### config.mk
export PLATFORM = sky130hd
export DESIGN_NAME = cyclic_sense_wake_timers
export DESIGN_NICKNAME = d
export VERILOG_FILES = /design/src/hw/cyclic_sense_wake_timers.v
export VERILOG_INCLUDE_DIRS = /design/src /design/src/hw
export SDC_FILE = /design/constraint.sdc
export NUM_CORES = 1
export LEC_CHECK = 0
export BUFFER_PORTS_ARGS = -buffer_cell sky130_fd_sc_hd__buf_2
export CAP_MARGIN = 15
export CORE_UTILIZATION = 50
export DETAILED_ROUTE_END_ITERATION = 12
export GPL_TIMING_DRIVEN = 0
export MAX_ROUTING_LAYER = met4
export PLACE_DENSITY = 0.8
export SYNTH_ARGS = -nofsm -noshare
export SYNTH_HDL_FRONTEND = slang
export SYNTH_SLANG_ARGS = --single-unit
### constraint.sdc
create_clock -name sys_clk_in -period 3.9 [get_ports sys_clk_in]
set_clock_uncertainty 0.05 [all_clocks]
set_input_delay 0.195 -clock sys_clk_in [delete_from_list [all_inputs] [get_ports sys_clk_in]]
set_output_delay 0.195 -clock sys_clk_in [all_outputs]
set_load 0.02 [all_outputs]
### src/hw/cyclic_timers_defines.vh
/*
 * Constants for the cyclic sense / cyclic wake timer block: register
 * field positions, codes, durations and the microsecond tick divider.
 * Assumes a 25 MHz system clock; included by the timer module only.
 */
`ifndef CYCLIC_TIMERS_DEFINES_VH
`define CYCLIC_TIMERS_DEFINES_VH

// Clock and tick
`define CLK_PERIOD_NS 40
`define TICK_PERIOD_NS 1000
`define TICK_CYCLES (`TICK_PERIOD_NS / `CLK_PERIOD_NS)
`define TICK_CNT_W 5
`define TICK_LAST 5'h18

// Register layout
`define CFG_RESET 16'h0000
`define CFG_WRITE_MASK 16'hEFF7
`define TB_ON_MSB 15
`define TB_ON_LSB 13
`define TB_PER_MSB 11
`define TB_PER_LSB 9
`define WAKE_SRC_MSB 8
`define WAKE_SRC_LSB 7
`define TA_ON_MSB 6
`define TA_ON_LSB 4
`define TA_PER_MSB 2
`define TA_PER_LSB 0
`define TB_FIELDS_MASK 16'hEE00
`define TA_FIELDS_MASK 16'h0077

// On-time codes
`define ON_OFF_LOW 3'h0
`define ON_100US 3'h1
`define ON_300US 3'h2
`define ON_1MS 3'h3
`define ON_10MS 3'h4
`define ON_20MS 3'h5

// Period codes
`define PER_10MS 3'h0
`define PER_20MS 3'h1
`define PER_50MS 3'h2
`define PER_100MS 3'h3
`define PER_200MS 3'h4
`define PER_500MS 3'h5
`define PER_1S 3'h6

// Durations in microseconds (one tick each)
`define DUR_W 21
`define T_100US 21'h000064
`define T_300US 21'h00012C
`define T_1MS 21'h0003E8
`define T_10MS 21'h002710
`define T_20MS 21'h004E20
`define T_50MS 21'h00C350
`define T_100MS 21'h0186A0
`define T_200MS 21'h030D40
`define T_500MS 21'h07A120
`define T_1S 21'h0F4240
`define T_2S 21'h1E8480
`define DUR_ONE 21'h000001
`define DUR_ZERO 21'h000000

// Wake source and filter select codes
`define WAKE_SRC_A 2'h1
`define WAKE_SRC_B 2'h2
`define FILT_TIMER_A 3'h2
`define FILT_TIMER_B 3'h3
`define FILT_US 5'h10
`define FILT_CNT_W 5

// High-side switch configuration codes
`define HS_CFG_W 4
`define HS_OFF 4'h0
`define HS_ON 4'h1
`define HS_TIMER_A 4'h2
`define HS_TIMER_B 4'h3

`endif

### src/hw/cyclic_sense_wake_timers.v
/*
 * Two periodic timers (A and B) with one 16-bit configuration register,
 * driving high-side switches for cyclic sensing, a cyclic wake pulse and
 * a timer-synchronous wake input filter.
 * Assumes the register port is driven by the SPI decoder in the same clock
 * domain, and that mode signals come from the device mode controller.
 */
// What this block does
// - Timer B on-time field bits 15:13
// - Code 000 stops low, 110 stops high
// - Reserved on-time code 111 acts as 110
// - Timer B period field bits 11:9
// - Timer A on-time field bits 6:4
// - Timer A period field bits 2:0
// - Wake source field bits 8:7 selects timer
// - Reserved bits 12, 3 ignore writes, read zero
// - Register clears on reset and Restart entry
// - Timer starts once running on-time written
// - Restart switch clear also clears its timer
// - Other failures keep timer settings
// - Cyclic wake and sensing run together
// - Switch codes 0010/0011 follow timer A/B
// - Cyclic wake input filtered 16 us at on-end
`timescale 1ns/1ps
`include "cyclic_timers_defines.vh"

module cyclic_sense_wake_timers (
    // Clock and reset
    input wire sys_clk_in,
    input wire rstn_in,
    // Configuration register port
    input wire cfg_wr_in,
    input wire [15:0] cfg_wdata_in,
    output wire [15:0] cfg_rdata_out,
    // Device mode events
    input wire soft_reset_in,
    input wire restart_entry_in,
    input wire restart_mode_in,
    input wire [3:0] hs_clear_in,
    // High-side switch configuration, four 4-bit fields
    input wire [15:0] hs_config_in,
    // Wake input
    input wire [2:0] wake_input_filter_select_in,
    input wire wake_pin_in,
    // Outputs
    output wire timer_a_out,
    output wire timer_b_out,
    output reg [3:0] high_side_switch_output_out,
    output reg cyclic_wake_out,
    output reg wake_sample_valid_out,
    output reg wake_level_out
);

    function is_running;
        input [2:0] code;
        begin
            is_running = (code >= `ON_100US) && (code <= `ON_20MS);
        end
    endfunction

    // Stopped codes other than 000 hold the output high
    function hold_high;
        input [2:0] code;
        begin
            hold_high = (code != `ON_OFF_LOW);
        end
    endfunction

    function [`DUR_W-1:0] on_dur;
        input [2:0] code;
        begin
            case (code)
                `ON_100US: on_dur = `T_100US;
                `ON_300US: on_dur = `T_300US;
                `ON_1MS: on_dur = `T_1MS;
                `ON_10MS: on_dur = `T_10MS;
                `ON_20MS: on_dur = `T_20MS;
                default: on_dur = `DUR_ZERO;
            endcase
        end
    endfunction

    function [`DUR_W-1:0] per_dur;
        input [2:0] code;
        begin
            case (code)
                `PER_10MS: per_dur = `T_10MS;
                `PER_20MS: per_dur = `T_20MS;
                `PER_50MS: per_dur = `T_50MS;
                `PER_100MS: per_dur = `T_100MS;
                `PER_200MS: per_dur = `T_200MS;
                `PER_500MS: per_dur = `T_500MS;
                `PER_1S: per_dur = `T_1S;
                default: per_dur = `T_2S;
            endcase
        end
    endfunction

    // Other sources of the switch lie outside this block and read low
    function sw_level;
        input [`HS_CFG_W-1:0] cfg;
        input lvl_a;
        input lvl_b;
        begin
            case (cfg)
                `HS_ON: sw_level = 1'b1;
                `HS_TIMER_A: sw_level = lvl_a;
                `HS_TIMER_B: sw_level = lvl_b;
                default: sw_level = 1'b0;
            endcase
        end
    endfunction

    reg [15:0] periodic_timer_config_r;
    reg [15:0] periodic_timer_config_nxt;
    reg [`TICK_CNT_W-1:0] tick_cnt_r;
    reg us_tick_r;
    reg clr_a;
    reg clr_b;
    reg [`FILT_CNT_W-1:0] stable_cnt_r;
    reg prev_pin_r;
    wire [1:0] tmr_out_w;
    wire [1:0] tmr_start_w;
    wire [1:0] tmr_end_w;
    wire [1:0] wake_src;
    wire [3:0] high_side_switch_output_nxt;
    integer i;

    assign cfg_rdata_out = periodic_timer_config_r;
    assign wake_src = periodic_timer_config_r[`WAKE_SRC_MSB:`WAKE_SRC_LSB];
    assign timer_a_out = tmr_out_w[0];
    assign timer_b_out = tmr_out_w[1];

    // Microsecond tick enable
    always @(posedge sys_clk_in or negedge rstn_in) begin
        if (!rstn_in) begin
            tick_cnt_r <= {`TICK_CNT_W{1'b0}};
            us_tick_r <= 1'b0;
        end else if (tick_cnt_r == `TICK_LAST) begin
            tick_cnt_r <= {`TICK_CNT_W{1'b0}};
            us_tick_r <= 1'b1;
        end else begin
            tick_cnt_r <= tick_cnt_r + 1'b1;
            us_tick_r <= 1'b0;
        end
    end

    // Switch clear in Restart Mode wipes the timer that switch follows
    always @* begin
        clr_a = 1'b0;
        clr_b = 1'b0;
        for (i = 0; i < 4; i = i + 1) begin
            if (restart_mode_in && hs_clear_in[i]) begin
                if (hs_config_in[i*`HS_CFG_W +: `HS_CFG_W] == `HS_TIMER_A) begin
                    clr_a = 1'b1;
                end
                if (hs_config_in[i*`HS_CFG_W +: `HS_CFG_W] == `HS_TIMER_B) begin
                    clr_b = 1'b1;
                end
            end
        end
    end

    // Hardware clears win over a write in the same cycle
    always @* begin
        periodic_timer_config_nxt = periodic_timer_config_r;
        if (cfg_wr_in) begin
            periodic_timer_config_nxt = cfg_wdata_in & `CFG_WRITE_MASK;
        end
        if (clr_a) begin
            periodic_timer_config_nxt = periodic_timer_config_nxt & ~`TA_FIELDS_MASK;
        end
        if (clr_b) begin
            periodic_timer_config_nxt = periodic_timer_config_nxt & ~`TB_FIELDS_MASK;
        end
        if (soft_reset_in || restart_entry_in) begin
            periodic_timer_config_nxt = `CFG_RESET;
        end
    end

    // Only these events touch the settings; other failures leave them
    always @(posedge sys_clk_in or negedge rstn_in) begin
        if (!rstn_in) begin
            periodic_timer_config_r <= `CFG_RESET;
        end else begin
            periodic_timer_config_r <= periodic_timer_config_nxt;
        end
    end

    genvar g;
    generate
        for (g = 0; g < 2; g = g + 1) begin : tmr
            wire [2:0] on_code;
            wire [2:0] per_code;
            wire [`DUR_W-1:0] on_len;
            wire [`DUR_W-1:0] per_len;
            wire run;
            reg [`DUR_W-1:0] cnt_r;
            reg out_r;
            reg start_r;
            reg end_r;

            if (g == 0) begin : sel_a
                assign on_code = periodic_timer_config_r[`TA_ON_MSB:`TA_ON_LSB];
                assign per_code = periodic_timer_config_r[`TA_PER_MSB:`TA_PER_LSB];
            end else begin : sel_b
                assign on_code = periodic_timer_config_r[`TB_ON_MSB:`TB_ON_LSB];
                assign per_code = periodic_timer_config_r[`TB_PER_MSB:`TB_PER_LSB];
            end

            assign on_len = on_dur(on_code);
            assign per_len = per_dur(per_code);
            assign run = is_running(on_code);

            // Count restarts from zero whenever the timer is stopped
            always @(posedge sys_clk_in or negedge rstn_in) begin
                if (!rstn_in) begin
                    cnt_r <= `DUR_ZERO;
                    out_r <= 1'b0;
                    start_r <= 1'b0;
                    end_r <= 1'b0;
                end else if (!run) begin
                    cnt_r <= `DUR_ZERO;
                    out_r <= hold_high(on_code);
                    start_r <= 1'b0;
                    end_r <= 1'b0;
                end else if (us_tick_r) begin
                    // Period shortened mid-count wraps at once, not after overflow
                    cnt_r <= (cnt_r >= per_len - `DUR_ONE) ? `DUR_ZERO : cnt_r + `DUR_ONE;
                    out_r <= (cnt_r < on_len);
                    start_r <= (cnt_r == `DUR_ZERO);
                    // Coincides with the falling edge, so the full on-time has passed
                    end_r <= (cnt_r == on_len);
                end else begin
                    start_r <= 1'b0;
                    end_r <= 1'b0;
                end
            end

            assign tmr_out_w[g] = out_r;
            assign tmr_start_w[g] = start_r;
            assign tmr_end_w[g] = end_r;
        end

        for (g = 0; g < 4; g = g + 1) begin : hs
            wire [`HS_CFG_W-1:0] cfg;
            assign cfg = hs_config_in[g*`HS_CFG_W +: `HS_CFG_W];
            assign high_side_switch_output_nxt[g] = sw_level(cfg, tmr_out_w[0], tmr_out_w[1]);
        end
    endgenerate

    // One process for all four switch bits keeps a single driver
    always @(posedge sys_clk_in or negedge rstn_in) begin
        if (!rstn_in) begin
            high_side_switch_output_out <= 4'h0;
        end else begin
            high_side_switch_output_out <= high_side_switch_output_nxt;
        end
    end

    // Wake pulse is independent of switch use, so both run together
    always @(posedge sys_clk_in or negedge rstn_in) begin
        if (!rstn_in) begin
            cyclic_wake_out <= 1'b0;
        end else begin
            cyclic_wake_out <= ((wake_src == `WAKE_SRC_A) && tmr_start_w[0]) ||
                               ((wake_src == `WAKE_SRC_B) && tmr_start_w[1]);
        end
    end

    // Stability counter of the wake input, one step per microsecond
    always @(posedge sys_clk_in or negedge rstn_in) begin
        if (!rstn_in) begin
            stable_cnt_r <= {`FILT_CNT_W{1'b0}};
            prev_pin_r <= 1'b0;
        end else if (us_tick_r) begin
            prev_pin_r <= wake_pin_in;
            if (wake_pin_in != prev_pin_r) begin
                stable_cnt_r <= {`FILT_CNT_W{1'b0}};
            end else if (stable_cnt_r < `FILT_US) begin
                stable_cnt_r <= stable_cnt_r + 1'b1;
            end
        end
    end

    // Sample at on-time end; level only updates if stable for 16 us
    always @(posedge sys_clk_in or negedge rstn_in) begin
        if (!rstn_in) begin
            wake_sample_valid_out <= 1'b0;
            wake_level_out <= 1'b0;
        end else begin
            wake_sample_valid_out <= 1'b0;
            if (((wake_input_filter_select_in == `FILT_TIMER_A) && tmr_end_w[0]) ||
                ((wake_input_filter_select_in == `FILT_TIMER_B) && tmr_end_w[1])) begin
                wake_sample_valid_out <= 1'b1;
                if (stable_cnt_r >= `FILT_US) begin
                    wake_level_out <= wake_pin_in;
                end
            end
        end
    end

endmodule // cyclic_sense_wake_timers

Yosys cells after proc, flatten, opt, wreduce, memory -nomap -nowiden

Cells that the tools add are included.

$add $sub $neg: 6
Multipliers: 0
Divide/modulo/power cells: 0
$lt $le $gt $ge: 10
Equality and inequality tests: 44
Shift operators: 0
Mux-type cells: 51
Bitwise operators: 0
Reduce and logical (&&, ||, !) cells: 22

Operator list:

| cell                  | number |
|---|---|
| $pmux 21 s7           | 2 |
| $pmux 15 s5           | 2 |
| $mux 21               | 6 |
| $mux 16               | 3 |
| $add 21x1->21 const B | 2 |
| $eq 21x21->1          | 2 |
| $ge 21x21->1          | 2 |
| $logic_not 21->1      | 2 |
| $lt 21x21->1          | 2 |
| $sub 21x1->21 const B | 2 |
| $eq 4x2->1 const B    | 8 |
| $eq 3x2->1 const B    | 10 |
| $eq 3x3->1 const B    | 10 |
| $mux 1                | 30 |
| $eq 4x1->1 const B    | 4 |
| $mux 5                | 3 |
| $eq 3x1->1 const B    | 4 |
| $pmux 1 s3            | 4 |
| $add 5x1->5 const B   | 2 |
| $logic_and 1x1->1     | 10 |
| $mux 7                | 1 |
| $ge 3x1->1 const B    | 2 |
| $le 3x3->1 const B    | 2 |
| $logic_not 3->1       | 2 |
| 11 further kinds      | 16 |

Register bits: 83
Bits in latches: 0
Memory bits (writable): 0
Bits in read-only memories: 0
Input port bits: 46
Output and inout bits: 25
Word-level logic and storage cells: 150
Memories: 0

Logic depth before layout (Yosys ltp)

Word-level depth: 12
Depth in mapped cells: 14
Mapped depth without buffers: 11

Least setup slack after synthesis

OpenSTA, ideal clock, no wires.

Kind: register -> register
From: reg periodic_timer_config_r[11] (netlist: cfg_rdata_out[11])
To: reg tmr[1].cnt_r[12]
Library setup time: 119 ps
Arrival: 2,885 ps
Data required time: 3,731 ps
Path slack: 846 ps
Stages on the path, launching flop included: 14
Period minus slack after synthesis: 3,054 ps
Cells stage by stage: dfrtp_1 > clkbuf_1 > inv_1 > nand2_1 > ha_1 > ha_1 > nand4_1 > nor3_1 > nor4_1 > or4b_1 > buf_6 > a31oi_4 > buf_6 > nor2_1

Longest elaborated chain between the ends: 7
Elaborated cells on any way between the ends: 13

Ends and longest elaborated chain:

| what                                     | RTL line                       | source |
|---|---|---|
| start: declaration                       | cyclic_sense_wake_timers.v:114 | `reg [15:0] periodic_timer_config_r;` |
| start signal: assignment                 | cyclic_sense_wake_timers.v:184 | `` periodic_timer_config_r <= `CFG_RESET; `` |
| start signal: assignment                 | cyclic_sense_wake_timers.v:186 | `periodic_timer_config_r <= periodic_timer_config_nxt;` |
| $eq 3x3->1, or another cell as far along | cyclic_sense_wake_timers.v:86  | `case (code)` |
| $pmux 21 s7 (*)                          | cyclic_sense_wake_timers.v:86  |  |
| $sub 21x1->21 (no source line) (*)       | -                              |  |
| $ge 21x21->1 (no source line) (*)        | -                              |  |
| $mux 21 (no source line) (*)             | -                              |  |
| $mux 21 (*)                              | cyclic_sense_wake_timers.v:227 | `end else if (us_tick_r) begin` |
| $mux 21 (*)                              | cyclic_sense_wake_timers.v:222 | `end else if (!run) begin` |
| end signal: assignment                   | cyclic_sense_wake_timers.v:218 | `` cnt_r <= `DUR_ZERO; `` |
| end signal: assignment                   | cyclic_sense_wake_timers.v:223 | `` cnt_r <= `DUR_ZERO; `` |
| end signal: assignment                   | cyclic_sense_wake_timers.v:229 | `` cnt_r <= (cnt_r >= per_len - `DUR_ONE) ? `DUR_ZERO : cnt_r + `DUR_ONE; `` |
| end: declaration                         | cyclic_sense_wake_timers.v:198 | `` reg [`DUR_W-1:0] cnt_r; `` |

Mark *: on every way between the ends. The rest lies on a longest branch, timed or not. The select of a mux whose other input is x is not followed.
A chain may end at the register's enable or synchronous reset.

Final worst setup path

From: reg periodic_timer_config_r[11] (netlist: cfg_rdata_out[11])
To: reg tmr[1].cnt_r[8]

Same word-level chain as after synthesis.

==> metrics.txt <==
# TYPE chip_impl_metric gauge
chip_impl_metric{name="relSlewSlack",unit=""} 0.177
chip_impl_metric{name="arrival",unit="ns"} 3.71
chip_impl_metric{name="fin_setup_tns",unit="ns"} 0
chip_impl_info{name="r2r_start",value="cfg_rdata_out[11]"} 1
chip_impl_metric{name="detail_route.vias_per_cell",unit=""} 5.91
chip_impl_metric{name="maximum_buffer_depth_of_the_clock_tree",unit=""} 2
chip_impl_metric{name="finalWirelength",unit="um"} 15000
chip_impl_info{name="clock_tree.root_cell",value="sky130_fd_sc_hd__clkbuf_16"} 1
chip_impl_metric{name="cts.hold.buffers_added",unit=""} 9
chip_impl_metric{name="num-nets-final",unit=""} 887
chip_impl_metric{name="synth_compound_gate_area_share",unit=""} 0.125
chip_impl_metric{name="mappedNetlistArea",unit="um^2"} 5910
chip_impl_info{name="synth_top_flop_cell",value="sky130_fd_sc_hd__dfrtp_1"} 1
chip_impl_info{name="run_status",value="finished clean"} 1
chip_impl_info{name="destination_of_the_worst_register_to_register_timing_path",value="tmr[1].cnt_r[8]"} 1
chip_impl_metric{name="place_congestion",unit=""} 0.906
chip_impl_metric{name="avgSynthCellArea",unit="um^2"} 8.68
chip_impl_metric{name="synthesis.yosys.warnings",unit=""} 0
chip_impl_metric{name="synth-async-reset-ratio",unit=""} 1.00
chip_impl_metric{name="slew_at_the_pin_with_the_worst_max_slew_slack",unit="ns"} 1.23
chip_impl_metric{name="pin_count_of_the_biggest_net_entering_global_routing",unit=""} 43
chip_impl_metric{name="clk_pin_slew_worst_paths",unit="ns"} 0.06
chip_impl_metric{name="synth-seq-cells",unit=""} 81
chip_impl_metric{name="boundaryPins",unit=""} 71
chip_impl_metric{name="synth-edff-count",unit=""} 0
chip_impl_metric{name="drive_gt1_frac",unit=""} 0.130
chip_impl_info{name="timing.critical_path.to",value="tmr[1].cnt_r[8]"} 1
chip_impl_metric{name="cts_max_level",unit=""} 3
chip_impl_metric{name="die_height",unit="um"} 111
chip_impl_metric{name="antenna_found_initial",unit=""} 0
chip_impl_metric{name="post_cts.repair.setup_buffers",unit=""} 0
chip_impl_metric{name="insertion_delay",unit="ns"} 0.34
chip_impl_metric{name="synthAdderAreaFrac",unit=""} 0.152
chip_impl_info{name="worst-setup-path-type",value="reg2reg"} 1
chip_impl_metric{name="ant_nets",unit=""} 0
chip_impl_metric{name="full_die_area",unit="um^2"} 12300
chip_impl_metric{name="synth.distinct_cells",unit=""} 59
chip_impl_metric{name="nFillCells",unit=""} 993
chip_impl_metric{name="clock.fmax",unit="GHz"} 0.283
chip_impl_metric{name="track_usage",unit=""} 0.258
chip_impl_metric{name="drv.max_cap_violation_count",unit=""} 0
chip_impl_metric{name="initial_core_utilization",unit=""} 0.515
chip_impl_metric{name="globalRoute.totalOverflow",unit=""} 0
chip_impl_metric{name="timing.critical_path.required",unit="ns"} 4.08
chip_impl_metric{name="footprint_of_the_multi_input_gates",unit="um^2"} 3620
chip_impl_metric{name="final_critical_delay_including_setup_and_external_delays",unit="ns"} 3.53
chip_impl_metric{name="avgRoutedWirePerCell",unit="um"} 16.3
chip_impl_metric{name="global_route_wire_length_before_repair",unit="um"} 24900
chip_impl_metric{name="drt_first_iter_violations",unit=""} 374
chip_impl_metric{name="ys_seq_area_frac",unit=""} 0.343
chip_impl_metric{name="grt_pass1_vias",unit=""} 5352
chip_impl_info{name="most_used_cells_in_the_layout_excluding_fill_and_tap_cells",value="sky130_fd_sc_hd__dfrtp_1, sky130_fd_sc_hd__nor2_1, sky130_fd_sc_hd__ha_1"} 1
chip_impl_info{name="grt_setup_unrepaired",value="no"} 1
chip_impl_metric{name="tritoncts.num_buffers",unit=""} 9
chip_impl_metric{name="timing.critical_path.fanout_max",unit=""} 10
chip_impl_info{name="endpoint_kind",value="flip-flop"} 1
chip_impl_metric{name="dp_hpwl",unit="um"} 11200
chip_impl_info{name="hold_class",value="in2reg"} 1
chip_impl_metric{name="layout-area-overhead-vs-synth",unit="%"} 15.4
chip_impl_metric{name="detailedRoute.firstPassIterationCount",unit=""} 5
chip_impl_metric{name="fin_cells",unit=""} 917
chip_impl_metric{name="maxSlewViolCount",unit=""} 0
chip_impl_metric{name="power.leakage",unit="nW"} 3.15
chip_impl_metric{name="via_count",unit=""} 5424
chip_impl_info{name="synth_top_family_by_area",value="simple AND/OR/NAND/NOR gates"} 1
chip_impl_info{name="critPathLaunch",value="cfg_rdata_out[11]"} 1
chip_impl_metric{name="floorplan.core_area",unit="um^2"} 11500
chip_impl_metric{name="synth.mux.area_fraction",unit=""} 0.0345
chip_impl_metric{name="sequential_cell_area",unit="um^2"} 2030
chip_impl_metric{name="final-setup-viol-count",unit=""} 0
chip_impl_info{name="timing.critical_path.from_type",value="flip-flop"} 1
chip_impl_metric{name="placement_rows",unit=""} 39
chip_impl_metric{name="post-route-period-util",unit=""} 0.905
chip_impl_metric{name="synth_xor_area_frac",unit=""} 0.0563
chip_impl_metric{name="horizontal_die_dimension",unit="um"} 111
chip_impl_metric{name="post_cts_resize_count",unit=""} 0
chip_impl_metric{name="drc",unit=""} 0
chip_impl_info{name="most_common_library_cell_in_the_layout_ignoring_fill_and_taps",value="sky130_fd_sc_hd__dfrtp_1"} 1
chip_impl_metric{name="synth_cells",unit=""} 681
chip_impl_metric{name="synth-simple-area-share",unit=""} 0.242
chip_impl_metric{name="regToRegSetupSlack",unit="ns"} 0.37
chip_impl_metric{name="irDropWorstVdd",unit="mV"} 0.159
chip_impl_metric{name="clock_sinks",unit=""} 81
chip_impl_metric{name="p_per_area",unit="nW/um^2"} 278
chip_impl_info{name="cts_tree",value="built"} 1
chip_impl_metric{name="placement.io_buffers",unit=""} 65
chip_impl_metric{name="diodes",unit=""} 0
chip_impl_metric{name="worst_r2r_path_depth",unit=""} 14
chip_impl_metric{name="timing.final.hold_violations",unit=""} 0
chip_impl_metric{name="dpl.cell_count",unit=""} 892
power by group:
group / total, mW / internal [mW] / switching, mW / leakage [nW]
Sequential: 0.859 / 0.850 / 0.00917 / 1.11
Combinational: 0.229 / 0.0898 / 0.139 / 1.90
Clock: 0.809 / 0.465 / 0.344 / 0.131
Total: 1.90 / 1.40 / 0.493 / 3.15
registers in the layout (all words and copies together), names as in the netlist:
signal                       flops
high_side_switch_output_out      4
cyclic_wake_out                  1
tmr.cnt_r                       42
timer_b_out                      1
tmr.start_r                      2
prev_pin_r                       1
wake_level_out                   1
stable_cnt_r                     5
tick_cnt_r                       5
us_tick_r                        1
timer_a_out                      1
tmr.end_r                        2
cfg_rdata_out                   14
wake_sample_valid_out            1
final cells by class:
class	count	share of cell area
plain buffers	24	0.0182
clock buffers	12	0.0376
clock inverters	4	0.00404
inverters	38	0.0209
multi-input cells	540	0.531
flip-flops and latches	81	0.297
well taps	143	0.0262
repair buffers	75	0.0642
logic make-up after synthesis:
group / Yosys count
other cells: 2
mux: 20
flops: 81
buf+inv: 62
simple gates: 292
xor+xnor: 38
fa+ha+maj: 72
compound gates: 114
Yosys cell counts, types with 17 or more instances:
library cell              instances  share of area
sky130_fd_sc_hd__dfrtp_1         81           0.34
sky130_fd_sc_hd__nor2_1          76          0.048
sky130_fd_sc_hd__ha_1            72           0.15
sky130_fd_sc_hd__nand2_1         63          0.040
sky130_fd_sc_hd__nand3_1         39          0.033
sky130_fd_sc_hd__inv_1           38          0.024
sky130_fd_sc_hd__a21oi_1         32          0.027
sky130_fd_sc_hd__o21ai_0         30          0.025
sky130_fd_sc_hd__nand4_1         25          0.026
sky130_fd_sc_hd__xnor2_1         24          0.036
sky130_fd_sc_hd__nor3_1          22          0.019
sky130_fd_sc_hd__mux2i_1         17          0.029
metal layers:
layer  wire, um  vias to the layer above  global-route usage
li1           -                     2608                   -
met1       6720                     2565               0.340
met2       6910                      223               0.399
met3       1030                       28              0.0476
met4        306                        0              0.0916
met5          0                        -                   -
stage by stage:
| stage | setup slack, ns | util | hold slack, ns | power, mW | area, um^2 |
|---|---|---|---|---|---|
| finish | 0.371 | 0.594 | 0.0495 | 1.90 | 6820 |
| global route | 0.178 | 0.594 | 0.0469 | 1.97 | 6820 |
| CTS | 0.410 | 0.594 | 0.0428 | 1.91 | 6820 |
| detailed placement | 0.444 | 0.562 | 0.170 | 1.09 | 6440 |
| global placement | 0.500 | 0.560 | 0.317 | 1.08 | 6420 |
| floorplan | 0.846 | - | -0.151 | 1.00 | 5920 |
critical path, cell delays in order, from the launching register on:
cell and delay, ns:
sky130_fd_sc_hd__dfrtp_1 0.36, sky130_fd_sc_hd__clkbuf_1 0.35, sky130_fd_sc_hd__inv_1 0.22, sky130_fd_sc_hd__nand2_1 0.17, sky130_fd_sc_hd__ha_1 0.18, sky130_fd_sc_hd__xnor2_1 0.09, sky130_fd_sc_hd__ha_1 0.30, sky130_fd_sc_hd__nand4_1 0.10
sky130_fd_sc_hd__nor3_1 0.30, sky130_fd_sc_hd__nor4_1 0.08, sky130_fd_sc_hd__or4b_1 0.56, sky130_fd_sc_hd__buf_6 0.17, sky130_fd_sc_hd__a31oi_4 0.24, sky130_fd_sc_hd__buf_6 0.18, sky130_fd_sc_hd__nor2_1 0.06
how the worst min path moves through the flow:
stage / cells past startpoint / endpoint / startpoint / slack [ns]
6_report: 3 / cfg_rdata_out[10] / cfg_wdata_in[10] / 0.05
3_3_place_gp: 2 / wake_sample_valid_out / wake_input_filter_select_in[2] / 0.32
2_1_floorplan: 0 / cfg_rdata_out[0] / rstn_in / -0.15
4_1_cts: 3 / cfg_rdata_out[6] / cfg_wdata_in[6] / 0.04
5_1_grt: 3 / cfg_rdata_out[5] / cfg_wdata_in[5] / 0.05
3_5_place_dp: 1 / cfg_rdata_out[11] / rstn_in / 0.17
No activity file was read; power rests on OpenSTA's default activity.
